<file path="src/rtl/sinc_filter_pkg.sv">
// shared constants for the sinc decimation filter
package sinc_filter_pkg;
    localparam int FILTER_ORDER               = 3;
    localparam int FILTER_OVERSAMPLING_RATIO  = 120;
    localparam int OUT_WIDTH                  = 16;
    // 120^3 = 1728000 needs 21 bits; full-range accumulator width
    localparam int ACC_WIDTH                  = 21;
    localparam int FIFO_DEPTH                 = 8;
    localparam int MOD_CLK_MAX_KHZ            = 6000;
    localparam int OUT_RATE_KHZ               = MOD_CLK_MAX_KHZ / FILTER_OVERSAMPLING_RATIO;
    localparam int CORE_CLK_MHZ               = 250;
endpackage : sinc_filter_pkg

</file>
<file path="src/rtl/word_fifo.sv">
// small synchronous fifo with valid/ready on both sides
`timescale 1ns/1ps
module word_fifo #(
    parameter int WIDTH = 16,
    parameter int DEPTH = 8
) (
    input  wire logic             core_clk,
    input  wire logic             reset_n,
    input  wire logic             clk_en,
    input  wire logic [WIDTH-1:0] in_data,
    input  wire logic             in_valid,
    output logic                  in_ready,
    output logic      [WIDTH-1:0] out_data,
    output logic                  out_valid,
    input  wire logic             out_ready
);
    localparam int AW = (DEPTH > 1) ? $clog2(DEPTH) : 1;

    typedef struct packed {
        logic [AW-1:0] wr_ptr;
        logic [AW-1:0] rd_ptr;
        logic [AW:0]   count;
    } fifo_s;

    fifo_s            st_r;
    fifo_s            st_nxt;
    logic [WIDTH-1:0] mem [DEPTH];
    logic             push;
    logic             pop;

    function automatic logic [AW-1:0] ptr_inc(input logic [AW-1:0] p);
        ptr_inc = (p == AW'(DEPTH - 1)) ? '0 : p + 1'b1;
    endfunction : ptr_inc

    assign in_ready  = (st_r.count != (AW+1)'(DEPTH));
    assign out_valid = (st_r.count != '0);
    assign out_data  = mem[st_r.rd_ptr];
    assign push      = in_valid & in_ready;
    assign pop       = out_valid & out_ready;

    always_comb begin
        st_nxt = st_r;
        if (push) begin
            st_nxt.wr_ptr = ptr_inc(st_r.wr_ptr);
        end
        if (pop) begin
            st_nxt.rd_ptr = ptr_inc(st_r.rd_ptr);
        end
        unique case ({push, pop})
            2'b10:   st_nxt.count = st_r.count + 1'b1;
            2'b01:   st_nxt.count = st_r.count - 1'b1;
            default: st_nxt.count = st_r.count;
        endcase
    end

    always_ff @(posedge core_clk) begin
        if (!reset_n) begin
            st_r <= '0;
            // cleared so an idle output never shows unknown data
            mem  <= '{default: '0};
        end else if (clk_en) begin
            st_r <= st_nxt;
            if (push) begin
                mem[st_r.wr_ptr] <= in_data;
            end
        end
    end
endmodule : word_fifo

</file>
<file path="src/rtl/sinc_decimation_filter.sv">
// third-order cic decimation filter for a 1-bit modulator stream
`timescale 1ns/1ps
// Contract
// One input bit is accepted on each modulator cycle and turned into multi-bit words; the code stops taking bits while the fifo is full.
// The filter uses only adders, subtractors and registers, with no multipliers.
// Exactly one word leaves for every 120 accepted input bits.
// Words are 16 bits, sized for a 6 MHz modulator clock giving 50 kHz words.
// Each stage sums the last N values of the stage before it, the first the last N bits.
// A stage of order k is sampled every N cycles and is meaningful after k times N bits.
// After start or reset no word is valid until order times length bits have been taken; the code gives its first word after four blocks, 480 bits.
// Once filled, a word is valid every length bits without repeating the fill delay.
// The datapath holds the full range N to the power K.
// The order is fixed at three, three integrators and three combs.
// Integrators run at input rate, decimation follows them, combs are unit differentiators.
// Synchronous reset clears all integrator, comb and counter state and the valid strobe.
// The output valid strobe is high for exactly one cycle per new word; the code holds word_valid high at the port until word_ready takes the word.
module sinc_decimation_filter
    import sinc_filter_pkg::*;
#(
    parameter int RATIO = FILTER_OVERSAMPLING_RATIO,
    parameter int OWIDTH = OUT_WIDTH,
    parameter int AWIDTH = ACC_WIDTH,
    parameter int DEPTH = FIFO_DEPTH
) (
    input  wire logic              core_clk,
    input  wire logic              reset_n,
    input  wire logic              clk_en,
    input  wire logic              bit_in,
    input  wire logic              bit_valid,
    output logic                   bit_ready,
    output logic      [OWIDTH-1:0] word_out,
    output logic                   word_valid,
    input  wire logic              word_ready
);
    // ****************************************************************
    // derived sizes
    // ****************************************************************
    // phase counts taken bits inside one decimation block
    localparam int CW = $clog2(RATIO);
    // fill counts the blocks thrown away after reset
    localparam int FW = $clog2(FILTER_ORDER + 1);
    // low bits dropped when the comb result is cut to a word
    localparam int DROP = AWIDTH - OWIDTH;
    localparam logic [CW-1:0] LAST_PHASE = CW'(RATIO - 1);
    localparam logic [FW-1:0] LAST_FILL  = FW'(FILTER_ORDER - 1);

    // latency: the integrators and combs are all registered, so the
    // comb window of the first blocks still reaches back before reset;
    // order blocks are discarded and the next one gives the first word,
    // which leaves the fifo two cycles after its last bit is taken;
    // later words follow one block apart with no new fill

    // ****************************************************************
    // state
    // ****************************************************************
    // filling until the comb windows hold only bits taken since reset
    typedef enum logic [0:0] {
        FILLING = 1'b0,
        RUNNING = 1'b1
    } mode_e;

    // all-zero is the reset image: filling, empty integrators and combs
    typedef struct packed {
        mode_e             mode;
        logic [AWIDTH-1:0] integ1;
        logic [AWIDTH-1:0] integ2;
        logic [AWIDTH-1:0] integ3;
        logic [AWIDTH-1:0] comb1_d;
        logic [AWIDTH-1:0] comb2_d;
        logic [AWIDTH-1:0] comb3_d;
        logic [CW-1:0]     phase;
        logic [FW-1:0]     fill;
        logic [OWIDTH-1:0] result;
        logic              result_valid;
    } filt_s;

    filt_s             st_r;
    filt_s             st_nxt;
    logic              take_bit;
    logic              block_end;
    logic              fill_done;
    logic              fifo_ready;
    logic [CW-1:0]     phase_next;
    logic [AWIDTH-1:0] integ1_sum;
    logic [AWIDTH-1:0] integ2_sum;
    logic [AWIDTH-1:0] integ3_sum;
    logic [AWIDTH-1:0] c1;
    logic [AWIDTH-1:0] c2;
    logic [AWIDTH-1:0] c3;
    logic [OWIDTH-1:0] word_nxt;

    // ****************************************************************
    // arithmetic
    // ****************************************************************
    // integrators wrap modulo 2^AWIDTH; the combs undo the wrap exactly
    function automatic logic [AWIDTH-1:0] integ_add(
        input logic [AWIDTH-1:0] acc,
        input logic [AWIDTH-1:0] inc
    );
        integ_add = acc + inc;
    endfunction : integ_add

    // unit-delay differentiator at the decimated rate
    function automatic logic [AWIDTH-1:0] comb_diff(
        input logic [AWIDTH-1:0] cur,
        input logic [AWIDTH-1:0] prev
    );
        comb_diff = cur - prev;
    endfunction : comb_diff

    // truncation, not rounding: full scale still fits the word
    function automatic logic [OWIDTH-1:0] scale_out(input logic [AWIDTH-1:0] v);
        scale_out = v[DROP +: OWIDTH];
    endfunction : scale_out

    // wraps after the last bit of a block
    function automatic logic [CW-1:0] phase_step(input logic [CW-1:0] p);
        if (p == LAST_PHASE) begin
            phase_step = '0;
        end else begin
            phase_step = p + 1'b1;
        end
    endfunction : phase_step

    // ****************************************************************
    // bit intake
    // ****************************************************************
    // bits are taken only when the word path has room, so no word is dropped
    assign bit_ready  = fifo_ready;
    assign take_bit   = bit_valid & fifo_ready;
    // the last bit of a block closes it and drives the combs
    assign block_end  = take_bit & (st_r.phase == LAST_PHASE);
    assign phase_next = phase_step(st_r.phase);
    // the last discarded block switches the filter to running
    assign fill_done  = (st_r.fill == LAST_FILL);

    // ****************************************************************
    // integrators, input rate
    // ****************************************************************
    // each later stage adds the registered value of the stage before it; the first adds bit_in
    assign integ1_sum = integ_add(st_r.integ1, AWIDTH'(bit_in));
    assign integ2_sum = integ_add(st_r.integ2, st_r.integ1);
    assign integ3_sum = integ_add(st_r.integ3, st_r.integ2);

    // ****************************************************************
    // combs, decimated rate
    // ****************************************************************
    // decimation happens here: the last integrator is read once a block
    assign c1       = comb_diff(st_r.integ3, st_r.comb1_d);
    assign c2       = comb_diff(c1, st_r.comb2_d);
    assign c3       = comb_diff(c2, st_r.comb3_d);
    assign word_nxt = scale_out(c3);

    // ****************************************************************
    // next state
    // ****************************************************************
    always_comb begin
        st_nxt              = st_r;
        // the strobe lives one enabled cycle; blocks are never back to back
        st_nxt.result_valid = 1'b0;
        if (take_bit) begin
            st_nxt.integ1 = integ1_sum;
            st_nxt.integ2 = integ2_sum;
            st_nxt.integ3 = integ3_sum;
            st_nxt.phase  = phase_next;
        end
        if (block_end) begin
            st_nxt.comb1_d = st_r.integ3;
            st_nxt.comb2_d = c1;
            st_nxt.comb3_d = c2;
            st_nxt.result  = word_nxt;
            unique case (st_r.mode)
                FILLING: begin
                    if (fill_done) begin
                        st_nxt.mode = RUNNING;
                    end else begin
                        st_nxt.fill = st_r.fill + 1'b1;
                    end
                end
                RUNNING: begin
                    st_nxt.result_valid = 1'b1;
                end
            endcase
        end
    end

    // ****************************************************************
    // registers
    // ****************************************************************
    // reset wins over a low enable so a frozen filter can still restart;
    // a low enable holds every register, the pending strobe included
    always_ff @(posedge core_clk) begin
        if (!reset_n) begin
            st_r <= '0;
        end else if (clk_en) begin
            st_r <= st_nxt;
        end
    end

    // ****************************************************************
    // output buffer
    // ****************************************************************
    // eight words ride out a slow consumer; past that the intake stalls
    // rather than dropping a finished word
    word_fifo #(
        .WIDTH (OWIDTH),
        .DEPTH (DEPTH)
    ) u_fifo (
        .core_clk  (core_clk),
        .reset_n   (reset_n),
        .clk_en    (clk_en),
        .in_data   (st_r.result),
        .in_valid  (st_r.result_valid),
        .in_ready  (fifo_ready),
        .out_data  (word_out),
        .out_valid (word_valid),
        .out_ready (word_ready)
    );
endmodule : sinc_decimation_filter

</file>
<file path="config.mk">
export PLATFORM = sky130hd
export DESIGN_NAME = sinc_decimation_filter
export DESIGN_NICKNAME = d
export VERILOG_FILES = /design/src/rtl/sinc_filter_pkg.sv /design/src/rtl/word_fifo.sv /design/src/rtl/sinc_decimation_filter.sv
export SDC_FILE = /design/constraint.sdc
export NUM_CORES = 1
export LEC_CHECK = 0
export BUFFER_PORTS_ARGS = -buffer_cell sky130_fd_sc_hd__buf_4
export CAP_MARGIN = 20
export CORE_ASPECT_RATIO = 1.1
export CORE_UTILIZATION = 45
export CTS_CLUSTER_DIAMETER = 80
export CTS_CLUSTER_SIZE = 30
export DETAILED_ROUTE_END_ITERATION = 6
export GPL_TIMING_DRIVEN = 0
export PLACE_DENSITY = 0.65
export SLEW_MARGIN = 40
export SYNTH_ARGS = -nofsm -noshare
export SYNTH_HDL_FRONTEND = slang
export SYNTH_HIERARCHICAL = 1
export SYNTH_SLANG_ARGS = --single-unit
</file>
<file path="constraint.sdc">
create_clock -name core_clk -period 4.77 [get_ports core_clk]
set_input_delay 0.2385 -clock core_clk [delete_from_list [all_inputs] [get_ports core_clk]]
set_output_delay 0.2385 -clock core_clk [all_outputs]
set_load 0.01 [all_outputs]
</file>
==> results of run 1 <==
==> synth_stat cells (5+ instances only) <==
library cell  count
nand2_1         391
dfxtp_1         291
a21oi_1         164
mux2i_1         135
ha_1            110
inv_1            94
nor2_1           73
clkbuf_1         60
xnor2_1          56
xor2_1           42
o21ai_0          39
nand3_1          34
mux4_2           32
a21o_1           23
nor3_1           20
o21ai_1          18
a211oi_1         16
mux2_2           16
nand4_1          16
and3_1           15
nand2b_1         14
o21a_1           13
or3_1            12
and2_1           10
nand3b_1         10
nor2b_1          10
buf_6             9
o211ai_1          9
o31ai_1           8
a31oi_1           7
buf_1             7
and4_1            6
buf_2             6
a21boi_1          5
a31o_2            5
nand4b_1          5
o21bai_1          5
==> how the worst min path moves through the flow <==
stage | startpoint | depth (start not counted) | to
3_5_place_dp | st_r[8] | 2 | st_r[8]
3_3_place_gp | u_fifo/mem[81] | 2 | u_fifo/mem[81]
4_1_cts | reset_n | 3 | st_r[109]
5_1_grt | reset_n | 3 | st_r[109]
2_1_floorplan | reset_n | 2 | st_r[130]
6_report | reset_n | 3 | st_r[109]
==> where the power goes <==
part	switching (uW)	internal (uW)	leakage [uW]	total (uW)
clock	1020	932	0.000349	1960
sequential	4.69	2430	0.00235	2440
combinational	426	359	0.00408	786
total	1450	3720	0.00677	5180
==> critical path: stages (launching register included) <==
cell,delay [ns]
dfxtp_4,0.39
ha_4,0.24
nor2b_4,0.12
o21ai_2,0.14
a21boi_2,0.10
o311ai_2,0.28
nand2_1,0.16
xor2_2,0.24
ha_4,0.26
a21oi_1,0.14
nand2_1,0.14
a21o_1,0.22
or2_1,0.29
xor2_2,0.17
ha_1,0.34
and3_4,0.20
a221o_1,0.29
a22o_1,0.20
a311o_1,0.35
buf_4,0.17
a21o_1,0.19
a21oi_2,0.15
xnor2_1,0.12
nand2_1,0.08
a21oi_2,0.15
==> state kept, by name (all words and copies together) (netlist names) <==
register and count:
st_r 153, u_fifo/mem 128, u_fifo/st_r 10
==> per-stage QoR <==
stage / instance area (um^2) / setup WS [ns] / instances / TNS, ns / hold slack, ns
after floorplan: 16400 / -0.0810 / 1864 / -0.0928 / 0.393
after global placement: 17200 / -0.627 / 2368 / -2.84 / 0.439
after detailed placement: 17200 / -0.715 / 2368 / -3.29 / 0.445
after CTS: 18100 / -0.509 / 2417 / -2.58 / 0.0198
after global routing: 18500 / -0.678 / 2437 / -3.50 / 0.0342
final: 18500 / -0.426 / 2437 / -2.06 / 0.0407
==> routing by layer <==
layer | track usage | up-vias | wire length, um
li1 | - | 6639 | -
met1 | 0.261 | 6378 | 17500
met2 | 0.402 | 197 | 20300
met3 | 0.0186 | 63 | 1130
met4 | 0.0661 | 0 | 1200
met5 | 0 | - | 0
==> cell families (layout without fill, tap and decap cells) <==
family                     after synthesis  after routing  synth area share
muxes                                  183            183             0.138
DFF                                    291            291             0.356
buffers and inverters                  184            276            0.0508
and+or+nand+nor                        641            641             0.179
AOI/OAI and AO/OA                      351            351             0.132
xor gates and xnor gates               100            100            0.0550
adders and majority gates              114            114            0.0891
==> layout make-up <==
class,instances,area (um^2),area share
timing repair buffer,59,450,0.0244
buffer,90,477,0.0258
clock buffer,19,475,0.0257
tap,481,602,0.0326
clock inverter,14,254,0.0137
sequential,291,5840,0.316
inverter,94,355,0.0192
multi-input combinational,1389,10000,0.543
==> repair_timing <==
item | 4_1_cts | 5_1_grt
setup buffers | 16 | 21
resized for setup | 16 | 48
pin swaps | 33 | 55
setup endpoints to repair | 6 | 12
hold endpoints to repair | 0 | 0
==> cells in the final DEF (no fill, tap or decap), drive strengths merged, types with 35 or more instances in the layout <==
cell type    n
inv        103
dfxtp      291
clkbuf      82
nor2        76
xnor2       57
nand3       35
mux2i      135
xor2        42
a21oi      165
nand2      391
buf         82
o21ai       57
ha         110
==> metrics.csv, run 1 <==
metric,value,unit
FMAX,192,MHz
First-pass DRT Iterations,5,
Die Y,202,um
end of the critical path,st_r[13],
HP Class,in2reg,
DRC Markers,0,
Num CTS Buffers,19,
crit start category,flip-flop,
Worst-Margin Slew,0.795,ns
Syn Area/Cell,8.77,um^2
final hold vios,0,
CP Launch Point,st_r[90],
largest net degree at the start of global routing,31,
cell count after synthesis,1864,
Die X,184,um
share of cells above drive strength 1,0.124,
worst slew margin relative to its limit,0.470,
area grow syn2layout,13.1,%
"Distinct cells, synth",83,
antenna cells,0,
top post-synthesis cells by area,"dfxtp_1, nand2_1, ha_1, mux2i_1, a21oi_1",
CTS tree,done,
clock sink count,291,
Max-Cap Viols,0,
Wirelength per Cell,16.5,um
first-pass GRT wire length,65.4,mm
crit-path max FO,5,
YS warnings,6,
io pins,24,
Routed WL,40.1,mm
sequential area share after synthesis,0.356,
CTS H-tree lvls,1,
failing checks,setup timing,
setup ws final,-0.426,ns
area share of the largest cell type after synthesis,0.356,
Post-synth EDFFs,0,
initial antenna violation count,0,
Pleak,0.00677,uW
DR vias/cell,5.45,
row cnt,72,
Fillers,3314,
Post-DRT Antenna Nets,0,
starting DRC count in detailed routing,776,
CORE AREA,35500,um^2
number of I/O port buffers,23,
gr usage total,0.216,
FF-to-FF End,st_r[13],
Setup Viol. Count Final,6,
Worst Setup End Kind,flip-flop,
Most used DFF post-synth,dfxtp_1,
DP HPWL,30.2,mm
Pwr per Cell Area,280,nW/um^2
vias in the first global route,12900,
Die ar.,37100,um^2
status,"complete, but fails checks",
Reg2Reg Depth,24,
Placer Congestion,0.858,
Vias,13300,
kind of critical path,reg2reg,
Max clock buf depth,3,
Clock Skew,0.0255,ns
Async SR Flop Fraction,0,
fin crit share,1.09,
final net count,2064,
"Reg clk slew, reported paths",0.10,ns
post-synth top area cell,dfxtp_1,
power after layout,5180,uW
Final min period,5.20,ns
"Arr. time, crit path",5.67,ns
"Slew Viols, Final",0,
Layout Utilization,0.521,
Synthesized Nets,1984,
post-synthesis register bit count,291,
reg2reg start,st_r[90],
"Remaining Overflow, GRT",0,
maximum VDD drop,271,uV
Synth Cell Area,16300,um^2
Required @ worst endpoint,5.24,ns
flop2flop setup slack,-0.43,ns
clock latency on the worst-skew pair,0.52,ns
root buf cell,clkbuf_16,
initial core utilization,0.460,
CTS Hold Buffers Added,0,
RSZ-0062 raised after global routing,true,
Note: power is estimated with default switching activity, not from simulation.
==> run 2, diff against run 1 <==
- ABC_AREA: default -> 1
- CELL_PAD_IN_SITES_DETAIL_PLACEMENT: default -> 1
- CELL_PAD_IN_SITES_GLOBAL_PLACEMENT: default -> 2
- CORE_UTILIZATION: 45 -> 33
- PLACE_DENSITY: 0.65 -> 0.79
==> metrics.csv, run 2 <==
metric,value,unit,change
register share of total power,0.288,,-0.182
gr usage total,0.224,,+0.00729
switch share,0.412,,+0.131
"Reg clk slew, reported paths",0.08,ns,-0.02 ns
DR vias/cell,5.24,,-3.8%
initial core utilization,0.334,,-0.127
Die Y,243,um,+20%
Pleak,0.00870,uW,+28%
Bufs and invs on worst path,7,,+6
post-route insts no fill,3287,,+35%
Most used DFF post-synth,dfxtp_1,,
Clock Skew,0.0266,ns,+0.00107 ns
top post-synthesis cells by area,"dfxtp_1, nand2_1, o21ai_0, ha_1, a21oi_1",,
Post-DRT Antenna Nets,0,,unchanged
post-synth top area cell,dfxtp_1,,
HP Class,in2reg,,
First-pass DRT Iterations,7,,+2
YS warnings,6,,unchanged
crit-path max FO,5,,unchanged
Setup Viol. Count Final,0,,-6
Synthesized Nets,2642,,+33%
largest registers,"st_r x153, u_fifo/mem x128, u_fifo/st_r x10",,
CTS tree,done,,
CTS Hold Buffers Added,0,,unchanged
row cnt,88,,+22%
area grow syn2layout,16.8,%,
io pins,24,,unchanged
GR Util met1,0.277,,+0.0159
cell count after synthesis,2522,,+35%
Wirelength per Cell,18.6,um,+13%
"slowest stage delay, CP",0.40,ns,about the same
met3 usage in global routing,0.0203,,+0.00178
leading cell type by number of instances after synthesis,nand2_1,,
Crit-path slowest cell,fa_2,,
"Slew Viols, Final",0,,unchanged
"Distinct cells, synth",56,,-33%
clock latency on the worst-skew pair,0.57,ns,+0.05 ns
Syn Area/Cell,6.92,um^2,-21%
FF-to-FF End,st_r[16],,
first-pass GRT wire length,97.2,mm,+49%
Num CTS Buffers,26,,+7
fin crit share,0.973,,-0.117
Clk network pwr share,0.261,,-0.117
Commonest cells post-synth,"nand2_1, o21ai_0, dfxtp_1",,
crit start category,flip-flop,,
clock sink count,291,,unchanged
global routing's busiest layer,met2,,
final net count,2712,,+31%
Pwr per Cell Area,427,nW/um^2,+52%
kind of critical path,reg2reg,,
Reg2Reg Depth,31,,+29%
flop2flop setup slack,0.13,ns,+0.56 ns
final hold vios,0,,unchanged
number of I/O port buffers,23,,unchanged
Fillers,6543,,+97%
RSZ-0062 raised after global routing,true,,
Hold Path Origin,clk_en,,
DRC Markers,0,,unchanged
area share of the largest cell type after synthesis,0.334,,-0.0226
"commonest non-fill, non-tap cells in the layout","nand2_1, o21ai_0, dfxtp_1",,
Worst-Margin Slew,0.815,ns,+0.0195 ns
met2 usage,0.406,,+0.00468
"Remaining Overflow, GRT",0,,unchanged
initial antenna violation count,0,,unchanged
antenna cells,0,,unchanged
Max-Cap Viols,0,,unchanged
maximum VDD drop,230,uV,-15%
starting DRC count in detailed routing,831,,+7.1%
CTS H-tree lvls,1,,unchanged
reg2reg start,st_r[89],,
Placer Congestion,0.885,,+3.3%
Async SR Flop Fraction,0,,unchanged
Reg with most FFs,st_r,,
area taken by multi-input logic gates,10800,um^2,+7.6%
CORE AREA,52300,um^2,+47%
largest net degree at the start of global routing,20,,-35%
root buf cell,clkbuf_16,,
Gate power share,0.451,,+0.299
Sequential Area,5830,um^2,-0.13%
Synth Cell Area,17500,um^2,+6.8%
Required @ worst endpoint,5.23,ns,about the same
"Arr. time, crit path",5.10,ns,-0.57 ns
max reg flops,153,,unchanged
Int Power,5120,uW,+38%
DP HPWL,48.0,mm,+59%
Hold Path Depth,4,,+1
share of cells above drive strength 1,0.121,,-0.00274
worst slew margin relative to its limit,0.457,,-0.0130
Routed WL,61.2,mm,+52%
Max clock buf depth,3,,unchanged
Final min period,4.64,ns,-0.556 ns
Worst Hold Endpoint,st_r[0],,
Top delay family on crit path,compound AO/OA/AOI/OAI gates,,
FMAX,215,MHz,+12%
status,"complete, no violations",,
post-synthesis register bit count,291,,unchanged
Vias,17200,,+30%
Worst Setup End Kind,flip-flop,,
Net Switching,3580,uW,+150%
Die X,221,um,+20%
Layout Utilization,0.390,,-0.131
"most common cell after layout, fill and taps aside",nand2_1,,
dpl cells,3220,,+36%
Crit path top cell by count,nand2_1,,
power after layout,8700,uW,+68%
vias in the first global route,18000,,+39%
Die ar.,53800,um^2,+45%
Post-synth EDFFs,0,,unchanged
TNS Setup,0,ns,+2.06 ns
sequential area share after synthesis,0.334,,-0.0226
[run 2: cell type report]
| class | count | share of cell area |
|---|---|---|
| multi-input cells | 1827 | 0.530 |
| clock buffers | 31 | 0.0354 |
| repair buffers | 42 | 0.0160 |
| well taps | 675 | 0.0414 |
| inverters | 288 | 0.0532 |
| plain buffers | 116 | 0.0293 |
| clock inverters | 17 | 0.00890 |
| flip-flops and latches | 291 | 0.286 |
[run 2: per-stage QoR]
step | hold WS, ns | instance area (um^2) | worst slack [ns]
after floorplan | 0.402 | 17500 | 0.269
after global placement | 0.439 | 18500 | -0.664
after detailed placement | 0.444 | 18500 | -0.750
after CTS | 0.0141 | 19900 | 0.000759
after global routing | 0.0406 | 20400 | -0.154
final | 0.0379 | 20400 | 0.130
[run 2: timing repair]
action,in CTS,in global routing
gates resized for setup,89,91
pin swaps,22,43
buffers inserted,9,12
setup endpoints to repair,11,11
[run 2: power by group through the flow]
stage               sequential, uW  clock (uW)  combinational, uW
floorplan                     2540           0               2060
global placement              2560           0               2930
detailed placement            2560           0               2970
CTS                           2510        2340               3450
global route                  2510        2430               4310
finish                        2510        2270               3920
[run 2: kinds of logic (layout without fill, tap and decap cells)]
| logic type | Yosys count | in the layout | share of synthesized area |
|---|---|---|---|
| and+or+nand+nor | 977 | 977 | 0.245 |
| buffers and inverters | 404 | 494 | 0.0961 |
| DFF | 291 | 291 | 0.334 |
| xor gates and xnor gates | 69 | 69 | 0.0346 |
| AOI/OAI and AO/OA | 667 | 667 | 0.207 |
| adders and majority gates | 114 | 114 | 0.0835 |
[run 2: worst reg2reg max path: cells and delay by family (launching register included)]
family	cells	cell delay, ns
flops	1	0.36
fa+ha+maj	4	1.10
xor+xnor	2	0.44
compound gates	8	1.28
buf+inv	7	0.54
simple gates	10	0.84
[run 2: metal layers]
metal,vias to the layer above,wire length (um),share of wire
li1,8582,-,-
met1,8350,27400,0.45
met2,212,30600,0.50
met3,88,1480,0.024
met4,0,1680,0.028
met5,-,0,0
[run 2: worst max-delay path by stage]
stage | startpoint | end | depth (start not counted)
6_report | st_r[89] | st_r[16] | 31
5_1_grt | st_r[82] | st_r[16] | 26
4_1_cts | st_r[89] | st_r[16] | 35
3_5_place_dp | st_r[89] | st_r[16] | 32
3_3_place_gp | st_r[89] | st_r[16] | 32
2_1_floorplan | st_r[89] | st_r[16] | 32
